## src/shared/ecgcc_pkg.sv

```systemverilog
package ecgcc_pkg;

   // Wishbone word index decode (byte address = 4 x index)
   localparam int unsigned ADDR_W     = 8;
   localparam logic [5:0]  CFG_IDX    = 6'h15;
   localparam logic [5:0]  CTRL_IDX   = 6'h30;
   localparam logic [5:0]  STAT_IDX   = 6'h31;

   // Channel configuration layout
   localparam int unsigned RATE_HI    = 23;
   localparam int unsigned RATE_LO    = 22;
   localparam int unsigned GAIN_HI    = 17;
   localparam int unsigned GAIN_LO    = 16;
   localparam int unsigned HPF_BIT    = 14;
   localparam int unsigned LPF_HI     = 13;
   localparam int unsigned LPF_LO     = 12;
   localparam logic [23:0] CFG_RST    = 24'h805000;
   localparam logic [23:0] CFG_WMASK  = 24'hC37000;

   // Control and status layout
   localparam int unsigned RESYNC_BIT = 0;
   localparam int unsigned CHG_BIT    = 0;
   localparam int unsigned VALID_BIT  = 1;

   // Rate and low-pass codes
   localparam logic [1:0]  RATE_TOP   = 2'h0;
   localparam logic [1:0]  RATE_LOW   = 2'h2;
   localparam logic [1:0]  LPF_BYPASS = 2'h0;
   localparam logic [1:0]  LPF_DEF    = 2'h1;
   localparam logic [1:0]  LPF_100    = 2'h2;
   localparam logic [1:0]  LPF_150    = 2'h3;

   // Sample rate in 0.1 sps, indexed [master clock select][rate code]; zero marks reserved
   localparam logic [13:0] RATE_DSPS [4][4] = '{
      '{14'h1400, 14'h0A00, 14'h0500, 14'h0000},
      '{14'h1388, 14'h09C4, 14'h04E2, 14'h0000},
      '{14'h0000, 14'h0000, 14'h07D0, 14'h0000},
      '{14'h0000, 14'h0000, 14'h07CE, 14'h0000}};

   // Default low-pass cutoff in 0.01 Hz, same indexing
   localparam logic [13:0] CUT_DEF [4][4] = '{
      '{14'h1000, 14'h1000, 14'h0B13, 14'h0000},
      '{14'h0FA0, 14'h0FA0, 14'h0AD0, 14'h0000},
      '{14'h0000, 14'h0000, 14'h0FA0, 14'h0000},
      '{14'h0000, 14'h0000, 14'h0F9C, 14'h0000}};

   // Wider cutoffs exist only for master clock selects 00 and 01
   localparam logic [13:0] CUT_100 [2] = '{14'h2800, 14'h2710};
   localparam logic [13:0] CUT_150 [2] = '{14'h3C00, 14'h3A98};

   // Channel gain in V/V per gain code
   localparam logic [7:0]  GAIN_VV [4] = '{8'h14, 8'h28, 8'h50, 8'hA0};

   typedef struct packed {
      logic [1:0]  rate;
      logic [1:0]  gain;
      logic        hpf;
      logic [1:0]  lpf;
      logic        rateValid;
      logic [13:0] rateDsps;
      logic [13:0] cutoffCHz;
      logic [7:0]  gainVv;
   } ecgcc_eff_t;

   typedef struct packed {
      logic [23:0] cfg;
      logic        ack;
      logic [31:0] rdat;
      logic        changed;
      logic        resync;
      ecgcc_eff_t  eff;
   } ecgcc_state_t;

endpackage : ecgcc_pkg

```

## src/logic/ecgcc_channel_config.sv

```systemverilog
// Behaviour
// - Channel config register is read/write, 24 bits wide, at index 0x15.
// - A changing config write may disturb the sample stream; flagged until resync.
// - Rate field bits 23:22, reset 10; 32768 Hz gives 512, 256, 128 sps.
// - Master clock select 01 gives 500, 250 and 125 sps.
// - Selects 10 and 11 allow only rate code 10: 200 or 199.8 sps.
// - Gain field bits 17:16, reset 00; codes give 20, 40, 80, 160 V/V.
// - High-pass bit 14, reset 1; 0 bypasses, 1 gives 0.50 Hz cutoff.
// - Low-pass bits 13:12, reset 01; 00 decimation only, else about 40/100/150 Hz.
// - Low-pass 10 only at 512/256/500/250 sps; 11 only at 512/500 sps.
// - Unsupported low-pass code filters as 01; stored as written, reads back effective.
// - At 128 sps non-bypass cutoff is 28.35 Hz; at 125 sps 27.68 Hz.
// - Unsupported combinations take the rate's default cutoff, e.g. 40.96 or 40.00 Hz.
//
// The Wishbone interface to the registers is this design's own decision.
`timescale 1ns/1ps
`default_nettype none

module ecgcc_channel_config (
   input  wire logic                                  clk,
   input  wire logic                                  rstn,
   input  wire logic                                  wb_cyc_i,
   input  wire logic                                  wb_stb_i,
   input  wire logic                                  wb_we_i,
   input  wire logic [ecgcc_pkg::ADDR_W-1:0]          wb_adr_i,
   input  wire logic [3:0]                            wb_sel_i,
   input  wire logic [31:0]                           wb_dat_i,
   output logic      [31:0]                           wb_dat_o,
   output logic                                       wb_ack_o,
   input  wire logic [1:0]                            masterClockSelect,
   output ecgcc_pkg::ecgcc_eff_t                      effConfig,
   output logic                                       configDisturbed,
   output logic                                       resyncCommand
);

   ecgcc_pkg::ecgcc_state_t stQ;
   ecgcc_pkg::ecgcc_state_t stD;

   logic        req;
   logic        wrReq;
   logic        rdReq;
   logic [5:0]  idx;
   logic        cfgWr;
   logic        rsWr;
   logic [23:0] wrMask;
   logic [23:0] cfgNew;
   logic [23:0] cfgView;
   logic [1:0]  rateNow;
   logic [1:0]  gainNow;
   logic [1:0]  lpfStored;
   logic [1:0]  lpfNow;
   logic        validNow;
   logic [13:0] dspsNow;
   logic [13:0] cutNow;

   // Request decode; ack holds one cycle so a held strobe is taken once
   always_comb begin
      req   = wb_cyc_i & wb_stb_i & ~stQ.ack;
      wrReq = req & wb_we_i;
      rdReq = req & ~wb_we_i;
      idx   = wb_adr_i[ecgcc_pkg::ADDR_W-1:2];
      cfgWr = wrReq && (idx == ecgcc_pkg::CFG_IDX);
      rsWr  = wrReq && (idx == ecgcc_pkg::CTRL_IDX) &&
              wb_sel_i[0] && wb_dat_i[ecgcc_pkg::RESYNC_BIT];
   end

   // Field taps of the stored configuration
   always_comb begin
      rateNow   = stQ.cfg[ecgcc_pkg::RATE_HI:ecgcc_pkg::RATE_LO];
      gainNow   = stQ.cfg[ecgcc_pkg::GAIN_HI:ecgcc_pkg::GAIN_LO];
      lpfStored = stQ.cfg[ecgcc_pkg::LPF_HI:ecgcc_pkg::LPF_LO];
   end

   ecgcc_map u_map (
      .masterClockSelect (masterClockSelect),
      .rateCode          (rateNow),
      .lowpassSelect     (lpfStored),
      .lowpassEffective  (lpfNow),
      .rateValid         (validNow),
      .rateDsps          (dspsNow),
      .cutoffCHz         (cutNow)
   );

   // Byte lanes 0..2 carry the 24-bit field; only assigned bits take writes
   always_comb begin
      wrMask = {{8{wb_sel_i[2]}}, {8{wb_sel_i[1]}}, {8{wb_sel_i[0]}}} & ecgcc_pkg::CFG_WMASK;
      cfgNew = (stQ.cfg & ~wrMask) | (wb_dat_i[23:0] & wrMask);
      cfgView = stQ.cfg;
      // Readback shows the filter in effect, storage keeps the written code
      cfgView[ecgcc_pkg::LPF_HI:ecgcc_pkg::LPF_LO] = lpfNow;
   end

   always_comb begin
      stD        = stQ;
      stD.ack    = req;
      stD.resync = 1'h0;
      if (cfgWr) begin
         stD.cfg = cfgNew;
      end
      // Resync clears the disturbance flag; a changing write in the same cycle wins
      if (rsWr) begin
         stD.resync  = 1'h1;
         stD.changed = 1'h0;
      end
      if (cfgWr && cfgNew != stQ.cfg) begin
         stD.changed = 1'h1;
      end
      stD.rdat = 32'h0000_0000;
      if (rdReq) begin
         unique case (idx)
            ecgcc_pkg::CFG_IDX:  stD.rdat = {8'h00, cfgView};
            ecgcc_pkg::STAT_IDX: stD.rdat = {26'h0, masterClockSelect, lpfNow, validNow, stQ.changed};
            default:             stD.rdat = 32'h0000_0000;
         endcase
      end
      // Effective settings follow the stored fields one edge later
      stD.eff.rate      = rateNow;
      stD.eff.gain      = gainNow;
      stD.eff.gainVv    = ecgcc_pkg::GAIN_VV[gainNow];
      stD.eff.hpf       = stQ.cfg[ecgcc_pkg::HPF_BIT];
      stD.eff.lpf       = lpfNow;
      stD.eff.rateValid = validNow;
      stD.eff.rateDsps  = dspsNow;
      stD.eff.cutoffCHz = cutNow;
   end

   always_ff @(posedge clk or negedge rstn) begin
      if (!rstn) begin
         stQ     <= '0;
         stQ.cfg <= ecgcc_pkg::CFG_RST;
      end else begin
         stQ <= stD;
      end
   end

   always_comb begin
      wb_dat_o        = stQ.rdat;
      wb_ack_o        = stQ.ack;
      effConfig       = stQ.eff;
      configDisturbed = stQ.changed;
      resyncCommand   = stQ.resync;
   end
endmodule : ecgcc_channel_config

`default_nettype wire

```

## src/logic/ecgcc_map.sv

```systemverilog
`timescale 1ns/1ps
`default_nettype none

module ecgcc_map (
   input  wire logic [1:0]  masterClockSelect,
   input  wire logic [1:0]  rateCode,
   input  wire logic [1:0]  lowpassSelect,
   output logic      [1:0]  lowpassEffective,
   output logic             rateValid,
   output logic      [13:0] rateDsps,
   output logic      [13:0] cutoffCHz
);

   logic fastClk;

   always_comb begin
      fastClk          = ~masterClockSelect[1];
      rateDsps         = ecgcc_pkg::RATE_DSPS[masterClockSelect][rateCode];
      rateValid        = (rateDsps != 14'h0000);
      lowpassEffective = lowpassSelect;
      // Unsupported wide filters fall back to the default filter
      if (lowpassSelect == ecgcc_pkg::LPF_100 &&
          !(fastClk && rateValid && rateCode != ecgcc_pkg::RATE_LOW)) begin
         lowpassEffective = ecgcc_pkg::LPF_DEF;
      end
      if (lowpassSelect == ecgcc_pkg::LPF_150 &&
          !(fastClk && rateCode == ecgcc_pkg::RATE_TOP)) begin
         lowpassEffective = ecgcc_pkg::LPF_DEF;
      end
      unique case (lowpassEffective)
         ecgcc_pkg::LPF_BYPASS: cutoffCHz = 14'h0000;
         ecgcc_pkg::LPF_DEF:    cutoffCHz = ecgcc_pkg::CUT_DEF[masterClockSelect][rateCode];
         ecgcc_pkg::LPF_100:    cutoffCHz = ecgcc_pkg::CUT_100[masterClockSelect[0]];
         ecgcc_pkg::LPF_150:    cutoffCHz = ecgcc_pkg::CUT_150[masterClockSelect[0]];
      endcase
   end

endmodule : ecgcc_map

`default_nettype wire

```

## config.mk

```make
export PLATFORM = sky130hd
export DESIGN_NAME = ecgcc_channel_config
export DESIGN_NICKNAME = d
export VERILOG_FILES = /design/src/shared/ecgcc_pkg.sv /design/src/logic/ecgcc_channel_config.sv /design/src/logic/ecgcc_map.sv
export SDC_FILE = /design/constraint.sdc
export NUM_CORES = 1
export LEC_CHECK = 0
export BUFFER_PORTS_ARGS = -buffer_cell sky130_fd_sc_hd__buf_2
export CORE_MARGIN = 2
export CORE_UTILIZATION = 40
export DETAILED_ROUTE_END_ITERATION = 10
export PLACE_DENSITY = 0.82
export SLEW_MARGIN = 20
export SYNTH_ARGS = -nofsm -noshare
export SYNTH_HDL_FRONTEND = slang
export SYNTH_SLANG_ARGS = --single-unit
```

## constraint.sdc

```tcl
create_clock -name clk -period 1.7 [get_ports clk]
set_clock_uncertainty 0.15 [all_clocks]
set_input_delay 0.17 -clock clk [delete_from_list [all_inputs] [get_ports clk]]
set_output_delay 0.17 -clock clk [all_outputs]
set_load 0.05 [all_outputs]
```

# Word-level counts from Yosys, hierarchy flattened
# Cells that the tools add are included.
# word_totals
input_bits	51
out_inout_bits	79
ff_bits	103
elab_cells	86
# op_classes
bitwise_logic	15
mux	28
n_lt_le_gt_ge	4
eq_ne	10
n_reduce_logical	16
# op_table
op	count
$bmux 56 s2	2
$mux 56	4
$mux 14	8
$bmux 14 s2	2
$pmux 14 s4	1
$and 24x24->24	2
$pmux 24 s2	1
$mux 24	1
$ne 24x24->1	1
$not 24->24	1
$or 24x24->24	1
$bmux 8 s2	1
$mux 8	2
$reduce_bool 14->1	1
$eq 6x6->1 const B	2
$mux 12	1
$mux 11	1
$logic_and 1x1->1	10
$ge 3x3->1 const B	3
$not 2->3	3
$eq 2x2->1 const B	4
$eq 6x5->1 const B	1
$mux 2	3
$and 1x1->1	4
other kinds (9)	13

# Longest topological paths before layout
# Gate-level depths: netlist of run 1.
# depth
ltp_word	16
mapped_depth	6
mapped_depth_nobuf	5

# Modules after synthesis
# From an unflattened synthesis of run 1, not the netlist that was laid out.
# hier_totals
hier_cells	216
area_unflattened_um2	2676.3
# by_module_without_submodules
module	seq_area_each_um2	area_per_inst_um2	cells_each	instances
ecgcc_channel_config	1605.3	2154.6	142	1
ecgcc_map	0.0	521.8	74	1

# Least setup slack after synthesis of run 1
# Ideal clock, no wire load.
# synth_path
path_type	reg-to-reg
startpoint	register stQ, in the netlist wb_ack_o
endpoint	register stQ, in the netlist cfgView[16]
period_less_slack_ps	1743
n_path_buf	0
setup_time_ps	125
stages_incl_launch_ff	5
setup_slack_ps	-43
required_time_ps	1425
arrival_ps	1468
path_cell_list	dfrtp_1 nand4b_1 nor4_4 nand2_1 mux2_2
# synth_via
elab_chain_cells	4
# synth_rtl
element	line_no	source
from (decl)	ecgcc_channel_config.sv:36	ecgcc_pkg::ecgcc_state_t stQ;
from (signal assigned)	ecgcc_channel_config.sv:132	stQ <= stD;
$not 1->1	ecgcc_channel_config.sv:58	req = wb_cyc_i & wb_stb_i & ~stQ.ack;
$and 1x1->1	ecgcc_channel_config.sv:58	
$and 1x1->1	ecgcc_channel_config.sv:59	wrReq = req & wb_we_i;
$logic_and 1x1->1	ecgcc_channel_config.sv:62	cfgWr = wrReq && (idx == ecgcc_pkg::CFG_IDX);
# Every way passes these cells.
# A chain may end at the register's enable or synchronous reset.

# Worst setup path in the final report of run 1
# Same ends and word-level chain as after synthesis.

==> reports/results.md, run 1 <==
| Stage | Parameter | This run |
| --- | --- | --- |
| run status | Run status | finished clean |
| timing | Rel. slew slack | 0.6256 |
| grt | GRT Total Usage | 0.1552 |
| synth | Sequential cell area fraction in the yosys report | 0.6127 |
| routing | Number of DRC violations after detailed-routing iteration 0 | 94 |
| power and ir drop | Clock share of power | 0.395 |
| critical path | Endpoint required time on the critical path | 1.76 ns |
| floorplan | Die boundary height | 83.02 um |
| placed design | Number of port buffers | 79 |
| synth | Synth Instances | 219 |
| power and ir drop | Logic gate share of total power | 0.127 |
| power and ir drop | Switching portion of total power | 0.2679 |
| synth | Yosys cell types | 40 |
| grt | Remaining global-route overflow | 0 |
| critical path | CP cell instances | nand4b_1 > nor4_4 > nand2_2 > mux2_2 |
| floorplan | Starting density of the core | 0.4169 |
| floorplan | Cell row count | 28 |
| power and ir drop | IR Drop Worst-Case VDD | 0.0005126 V |
| floorplan | Die area | 6891 um2 |
| routing | Routed vias | 1842 |
| finish | Final net count | 373 |
| placed design | Placer congestion estimate | 0.8367 |
| critical path | CP Data Arrival Time | 1.70 ns |
| grt | Maximum number of pins on one net before global-route repair | 39 |
| finish | Number of diodes | 0 |
| floorplan | Core Area | 5991 um2 |
| timing | Final count of hold timing violations | 0 |
| finish | Fraction of layout cells with a size suffix above 1 | 0.3884 |
| placed design | Detailed placer's ending HPWL | 3719 um |
| synth | Post-Syn Area per Cell | 11.40 um2 |
| finish | Filler cell count | 510 |
| routing | Remaining routing DRC violations | 0 |
| timing | Min Tclk post-route | 1.640 ns |
| clock tree | Number of buffers inserted during clock tree synthesis | 9 |
| synth | Post-synth EDFFs | 0 |
| power and ir drop | Net switching component of the power | 836.5 uW |
| routing | Overall routed net length | 5089 um |
| synth | Async set or reset register ratio after synthesis | 1.000 |
| synth | Register bit total from synthesis | 61 |
| critical path | Highest fanout seen on the critical path | 4 |
| clock tree | CTS tree | done |
| routing | Avg Vias per Cell | 4.582 |
| grt | Number of antenna violations at the first check in global routing | 0 |
| power and ir drop | Static Leakage | 1.821 nW |
| critical path | Master of the slowest instance on the critical path | dfrtp_2 |
| timing | Share of the clock period used by the worst path after layout | 0.9645 |
| power and ir drop | Total power per unit cell area | 949.6 nW/um2 |
| critical path | Kind of critical path | reg -> reg |
| clock tree | Clock tree root buffer cell | clkbuf_8 |
| clock tree | Register clock-pin slew on the reported worst setup and hold paths | 0.07 ns |
| grt | Number of global-route vias before repair | 1732 |
| floorplan | Chip width | 83.02 um |
| timing | Final max-slew violation count | 0 |
| critical path | Worst Path Buf+Inv | 0 |
| clock tree | Worst skew pair latency | 0.33 ns |
| min path | Worst min path class | in -> reg |
| clock tree | Largest buffer count on any clock path | 2 |
| placed design | Total instance count after detailed placement | 371 |
| routing | Wire length per cell | 12.66 um |
| clock tree | Count of clock tree sinks | 61 |
| synth | Synthesis warning total | 0 |
| critical path | Kind of cell adding the most delay to the critical path | simple AND/OR/NAND/NOR gates |
| finish | Final std cells w/o fill | 402 |
| power and ir drop | Internal Pwr Total | 2.286 mW |
| power and ir drop | Fraction of power consumed by sequential logic | 0.478 |
| critical path | Largest stage delay, worst path | 0.43 ns |
| floorplan | Count of boundary I/O pins | 130 |
| timing | Post-Route Setup TNS | 0 ns |
| grt | Global-route wire length before repair | 8349 um |
| critical path | Critical Path Sink Type | register |
| timing | Worst-Margin Slew | 0.5617 ns |
| timing | Number of failing setup endpoints in the final timing report | 0 |
| routing | Pre-antenna DRT Iters | 5 |
| clock tree | H-tree depth | 3 |
| finish | Growth of design area from synthesis to finish | 31.66% |
| routing | Number of nets still failing antenna checks after routing | 0 |
| critical path | Kind of launch point of the worst setup path | register |
| timing | Max Clock Freq | 0.6099 GHz |
| flow run | Max_cap viols | 0 |
| synth | Total standard cell area after synthesis | 2497 um2 |
| synth | Most used flip-flop cell after synthesis | dfrtp_1 |
[synth_stat cells, types with 2 or more instances]
library cell | n | area, um2
and2_1 | 10 | 62.56
nand2_1 | 17 | 63.81
nand2b_1 | 3 | 18.77
buf_4 | 25 | 187.7
and3_1 | 2 | 12.51
clkbuf_1 | 8 | 30.03
nand3_1 | 4 | 20.02
inv_1 | 8 | 30.03
dfstp_2 | 3 | 78.83
mux2_2 | 7 | 78.83
nor2_1 | 21 | 78.83
nor2b_1 | 5 | 31.28
dfrtp_1 | 58 | 1451
nor3_1 | 3 | 15.01
or2_2 | 2 | 12.51
o21ai_0 | 9 | 45.04
xor2_1 | 6 | 52.55
a21oi_1 | 5 | 25.02
a211oi_1 | 2 | 15.01
[per-stage QoR]
stage	cell area, um2	utilization	hold slack (ns)	setup WS [ns]	power [mW]
floorplan	2581	-	-0.2756	0.05849	1.818
global placement	2937	0.4902	0.03216	-0.07952	1.883
finish	3288	0.5489	0.03221	0.06030	3.122
global route	3288	0.5489	0.04520	-0.01926	3.270
CTS	3249	0.5424	0.006339	0.02507	3.164
detailed placement	2937	0.4902	0.04661	-0.09177	1.892
[registers in the layout, indices dropped and copies added, names as in the netlist]
name / count
cfgView: 5
configDisturbed: 1
effConfig: 38
lpfStored: 2
resyncCommand: 1
wb_ack_o: 1
wb_dat_o: 13
[power groups by stage]
stage / Combinational [mW] / Sequential, mW / Clock [mW]
after floorplan: 0.224 / 1.59 / 0
after global placement: 0.365 / 1.52 / 0
after detailed placement: 0.373 / 1.52 / 0
after CTS: 0.395 / 1.49 / 1.28
after global routing: 0.425 / 1.49 / 1.35
final: 0.397 / 1.49 / 1.23
[placed cells by master (no fill, tap or decap), types with 2 or more instances in the layout]
cell	synthesis	layout
and3_1	2	2
o21ai_0	9	9
a21oi_1	5	5
nand2_1	17	15
mux2_2	7	7
dfrtp_1	58	57
clkinv_2	0	2
conb_1	1	23
xor2_1	6	6
buf_2	0	79
nor2b_1	5	5
nor2_1	21	19
nor2_2	0	2
clkbuf_8	0	10
clkbuf_1	8	2
and2_1	10	10
nand3_1	4	4
dfstp_2	3	3
nor3_1	3	3
buf_4	25	12
nand2b_1	3	3
dlygate4sd3_1	0	12
or2_2	2	2
inv_1	8	8
nand2_2	0	2
[area by class of cell]
type / count / area, um2 / share of cell area
Tap cell: 75 / 93.84 / 0.02854
Inverter: 8 / 30.03 / 0.009132
Timing Repair Buffer: 104 / 625.6 / 0.1903
Clock buffer: 12 / 145.1 / 0.04414
Clock inverter: 4 / 47.55 / 0.01446
Multi-Input combinational cell: 138 / 814.5 / 0.2477
Sequential cell: 61 / 1531 / 0.4658
[cell families after synthesis]
family	count (synthesis)	share of synthesized area
xor gates and xnor gates	7	0.02455
muxes	7	0.03156
other	1	0.001502
buffers and inverters	42	0.1007
AOI/OAI and AO/OA	28	0.07365
DFF	61	0.6127
and+or+nand+nor	73	0.1553
[final timing paths]
| path | endpoint | slack, ns | cells after the start | start |
|---|---|---|---|---|
| hold reg to reg | effConfig[39] | 0.27 | 0 | cfgView[14] |
| setup / recovery | cfgView[16] | 0.06 | 4 | wb_ack_o |
| setup reg to reg | cfgView[16] | 0.06 | 4 | wb_ack_o |
| min in group asynchronous | effConfig[6] | 0.22 | 2 | rstn |
| hold / removal | effConfig[10] | 0.03 | 3 | masterClockSelect[0] |
| max in group asynchronous | effConfig[18] | 0.59 | 3 | rstn |
[tightest hold or removal path, cell delays in order]
cell	delay, ns
buf_2	0.18
nand2_1	0.09
nor2_1	0.03
[metal layers]
metal | wire (um) | up-vias | track usage
li1 | - | 885 | -
met1 | 2175 | 859 | 0.1978
met2 | 2448 | 93 | 0.2390
met3 | 400 | 5 | 0.05368
met4 | 64 | 0 | 0.07004
met5 | 0 | - | 0
[timing repair]
action,in CTS,in global routing
endpoints found under the setup margin,0,17
hold buffers,12,0
setup buffers,0,3
endpoints found under the hold margin,30,0
gates resized for setup,0,6
(Power assumes the default switching activity.)
==> run 2, diff against run 1 <==
--- a/config.mk
+++ b/config.mk
@@ -6,6 +6,7 @@
 export NUM_CORES = 1
 export LEC_CHECK = 0
 export BUFFER_PORTS_ARGS = -buffer_cell sky130_fd_sc_hd__buf_2
+export CORE_ASPECT_RATIO = 0.6
 export CORE_MARGIN = 2
 export CORE_UTILIZATION = 40
 export DETAILED_ROUTE_END_ITERATION = 10
==> reports/results.md, run 2 (synthesis gave the netlist of run 1 again) <==
| Stage | Parameter | This run | Delta |
| --- | --- | --- | --- |
| run status | Run status | finished clean |  |
| critical path | CP Launch Point | wb_dat_i[22] |  |
| timing | Max Clock Freq | 0.6076 GHz | -0.37% |
| critical path | CP cell instances | dlygate4sd3_1 > buf_2 > xor2_1 > o41ai_1 > o2111ai_1 > o2bb2ai_1 |  |
| routing | Remaining routing DRC violations | 0 | unchanged |
| placed design | Number of port buffers | 79 | unchanged |
| critical path | Master of the slowest instance on the critical path | dlygate4sd3_1 |  |
| clock tree | # Post-CTS Setup Buffers | 0 | unchanged |
| timing | RSZ-0062 raised after global routing | true |  |
| finish | Fraction of layout cells with a size suffix above 1 | 0.3796 | -0.008750 |
| flow run | Max_cap viols | 0 | unchanged |
| timing | Final max-slew violation count | 0 | unchanged |
| finish | Finished layout cell area | 3309 um2 | +0.65% |
| clock tree | Register clock-pin slew on the reported worst setup and hold paths | 0.07 ns | about the same |
| grt | Maximum number of pins on one net before global-route repair | 62 | +59% |
| routing | Number of nets still failing antenna checks after routing | 0 | unchanged |
| timing | Worst hold margin | 0.02282 ns | -0.009389 ns |
| clock tree | Worst skew pair latency | 0.34 ns | about the same |
| critical path | Kind of cell adding the most delay to the critical path | compound AO/OA/AOI/OAI gates |  |
| grt | Remaining global-route overflow | 0 | unchanged |
| placed design | Placer congestion estimate | 0.8572 | +2.5% |
| critical path | Worst reg2reg path startpoint | cfgView[23] |  |
| routing | Overall routed net length | 5363 um | +5.4% |
| routing | Avg Vias per Cell | 4.480 | -2.2% |
| grt | Number of antenna violations at the first check in global routing | 0 | unchanged |
| timing | Number of failing setup endpoints in the final timing report | 0 | unchanged |
| finish | Final net count | 370 | -0.80% |
| routing | Number of DRC violations after detailed-routing iteration 0 | 73 | -22% |
| floorplan | Chip width | 106.0 um | +28% |
| floorplan | Starting density of the core | 0.4105 | -0.006345 |
| clock tree | CTS tree | done |  |
| timing | Final worst setup slack | 0.05417 ns | -0.006131 ns |
| min path | Worst min path class | in -> reg |  |
| finish | Flip-flop count of the largest register, all copies and words added | 38 | unchanged |
| timing | Final count of hold timing violations | 0 | unchanged |
| critical path | Worst Path Buf+Inv | 2 | +2 |
| timing | Min Tclk post-route | 1.646 ns | +0.006131 ns |
| power and ir drop | Pwr Total | 3.410 mW | +9.2% |
| critical path | Endpoint required time on the critical path | 1.78 ns | +0.02 ns |
| floorplan | Count of boundary I/O pins | 130 | unchanged |
| critical path | Largest stage delay, worst path | 0.54 ns | +0.11 ns |
| routing | Pre-antenna DRT Iters | 4 | -1 |
| grt | GRT Total Usage | 0.1705 | +0.01537 |
| floorplan | Cell row count | 22 | -21% |
| timing | Share of the clock period used by the worst path after layout | 0.9681 | +0.003607 |
| finish | Top library cells by usage in the layout, fill and taps aside | buf_2, dfrtp_1, conb_1 |  |
| floorplan | Die boundary height | 65.21 um | -21% |
| placed design | Detailed placer's ending HPWL | 3817 um | +2.6% |
| power and ir drop | Static Leakage | 1.826 nW | +0.23% |
| grt | Number of global-route vias before repair | 1755 | +1.3% |
| clock tree | Number of buffers inserted during clock tree synthesis | 9 | unchanged |
| grt | Global-route wire length before repair | 8611 um | +3.1% |
| floorplan | Core Area | 6083 um2 | +1.5% |
| placed design | Worst slack at placement | -0.1129 ns | -0.02117 ns |
| routing | Routed vias | 1828 | -0.76% |
| finish | Final std cells w/o fill | 408 | +1.5% |
| finish | Growth of design area from synthesis to finish | 32.51% |  |
| power and ir drop | Total power per unit cell area | 1030 nW/um2 | +8.5% |
| clock tree | Largest buffer count on any clock path | 2 | unchanged |
| critical path | Kind of critical path | in -> reg |  |
| placed design | Total instance count after detailed placement | 381 | +2.7% |
| clock tree | H-tree depth | 3 | unchanged |
| floorplan | Die area | 6912 um2 | +0.30% |
| clock tree | Count of clock tree sinks | 61 | unchanged |
| placed design | Post-detailed-placement cell area | 2955 um2 | +0.64% |
| min path | Min-Delay Startpoint | masterClockSelect[0] |  |
| critical path | Critical Path Sink Type | register |  |
| finish | Leading cell type in the layout, fill and taps excluded | buf_2 |  |
| clock tree | Clock tree root buffer cell | clkbuf_8 |  |
| routing | Wire length per cell | 13.14 um | +3.8% |
| critical path | Highest fanout seen on the critical path | 2 | -2 |
| power and ir drop | IR Drop Worst-Case VDD | 0.0003878 V | -24% |
| finish | Number of diodes | 0 | unchanged |
| critical path | Kind of launch point of the worst setup path | input port |  |
| critical path | CP Data Arrival Time | 1.72 ns | +0.02 ns |
==> run 2: cell count changes in the layout (fill, tap and decap cells not counted), sizes merged <==
| cell | change |
|---|---|
| buf | -2 |
| bufinv | +2 |
| dlygate4sd3 | -1 |
| clkbuf | -2 |
==> run 2: metrics by stage <==
| stage | TNS (ns) | util |
|---|---|---|
| 4_1_cts | 0 | 0.5432 |
| 6_report | 0 | 0.5440 |
| 2_1_floorplan | 0 | - |
| 5_1_grt | -0.02008 | 0.5440 |
| 3_5_place_dp | -0.5140 | 0.4858 |
| 3_3_place_gp | -0.3048 | 0.4858 |
==> run 2: worst paths after layout <==
path                              endpoint  slack [ns]  cells past startpoint
hold / removal               effConfig[26]        0.02                      2
max in group asynchronous      cfgView[14]        0.88                      3
setup / recovery           configDisturbed        0.05                      6
setup reg to reg           configDisturbed        0.08                      4
min in group asynchronous    effConfig[40]        0.22                      3
hold reg to reg              effConfig[39]        0.27                      0
==> run 2: repair_timing <==
action | CTS | global route
hold endpoints to repair | 70 | 0
endpoints found under the setup margin | 0 | 6
resized for setup | 0 | 2
hold buffers | 11 | 0
==> run 2: worst register-to-register path, cell delays in order, from the launching register on <==
cell,delay [ns]
dfstp_2,0.63
xor2_1,0.10
o41ai_1,0.28
o2111ai_1,0.20
o2bb2ai_1,0.16
==> run 2: power by group <==
| group | internal, mW | switching, mW | leakage [nW] | total, mW |
|---|---|---|---|---|
| logic | 0.0915 | 0.303 | 0.897 | 0.395 |
| clock network | 0.973 | 0.551 | 0.116 | 1.52 |
| registers | 1.48 | 0.0131 | 0.812 | 1.49 |
| total | 2.54 | 0.867 | 1.83 | 3.41 |
==> run 2: routing by layer <==
layer | GRT usage | part of all wire | up-vias
met5 | 0 | 0 | -
met4 | 0.06250 | 0.011 | 0
met3 | 0.08532 | 0.087 | 7
met2 | 0.2419 | 0.43 | 86
met1 | 0.2250 | 0.47 | 863
li1 | - | - | 872
==> run 2: area by class of cell <==
class | instances | area [um2]
Multi-Input combinational cell | 138 | 803.3
Clock buffer | 10 | 127.6
Inverter | 8 | 30.03
Timing Repair Buffer | 101 | 600.6
Sequential cell | 61 | 1531
Clock inverter | 6 | 111.4
Tap cell | 84 | 105.1
Fill cell | 556 | 2774
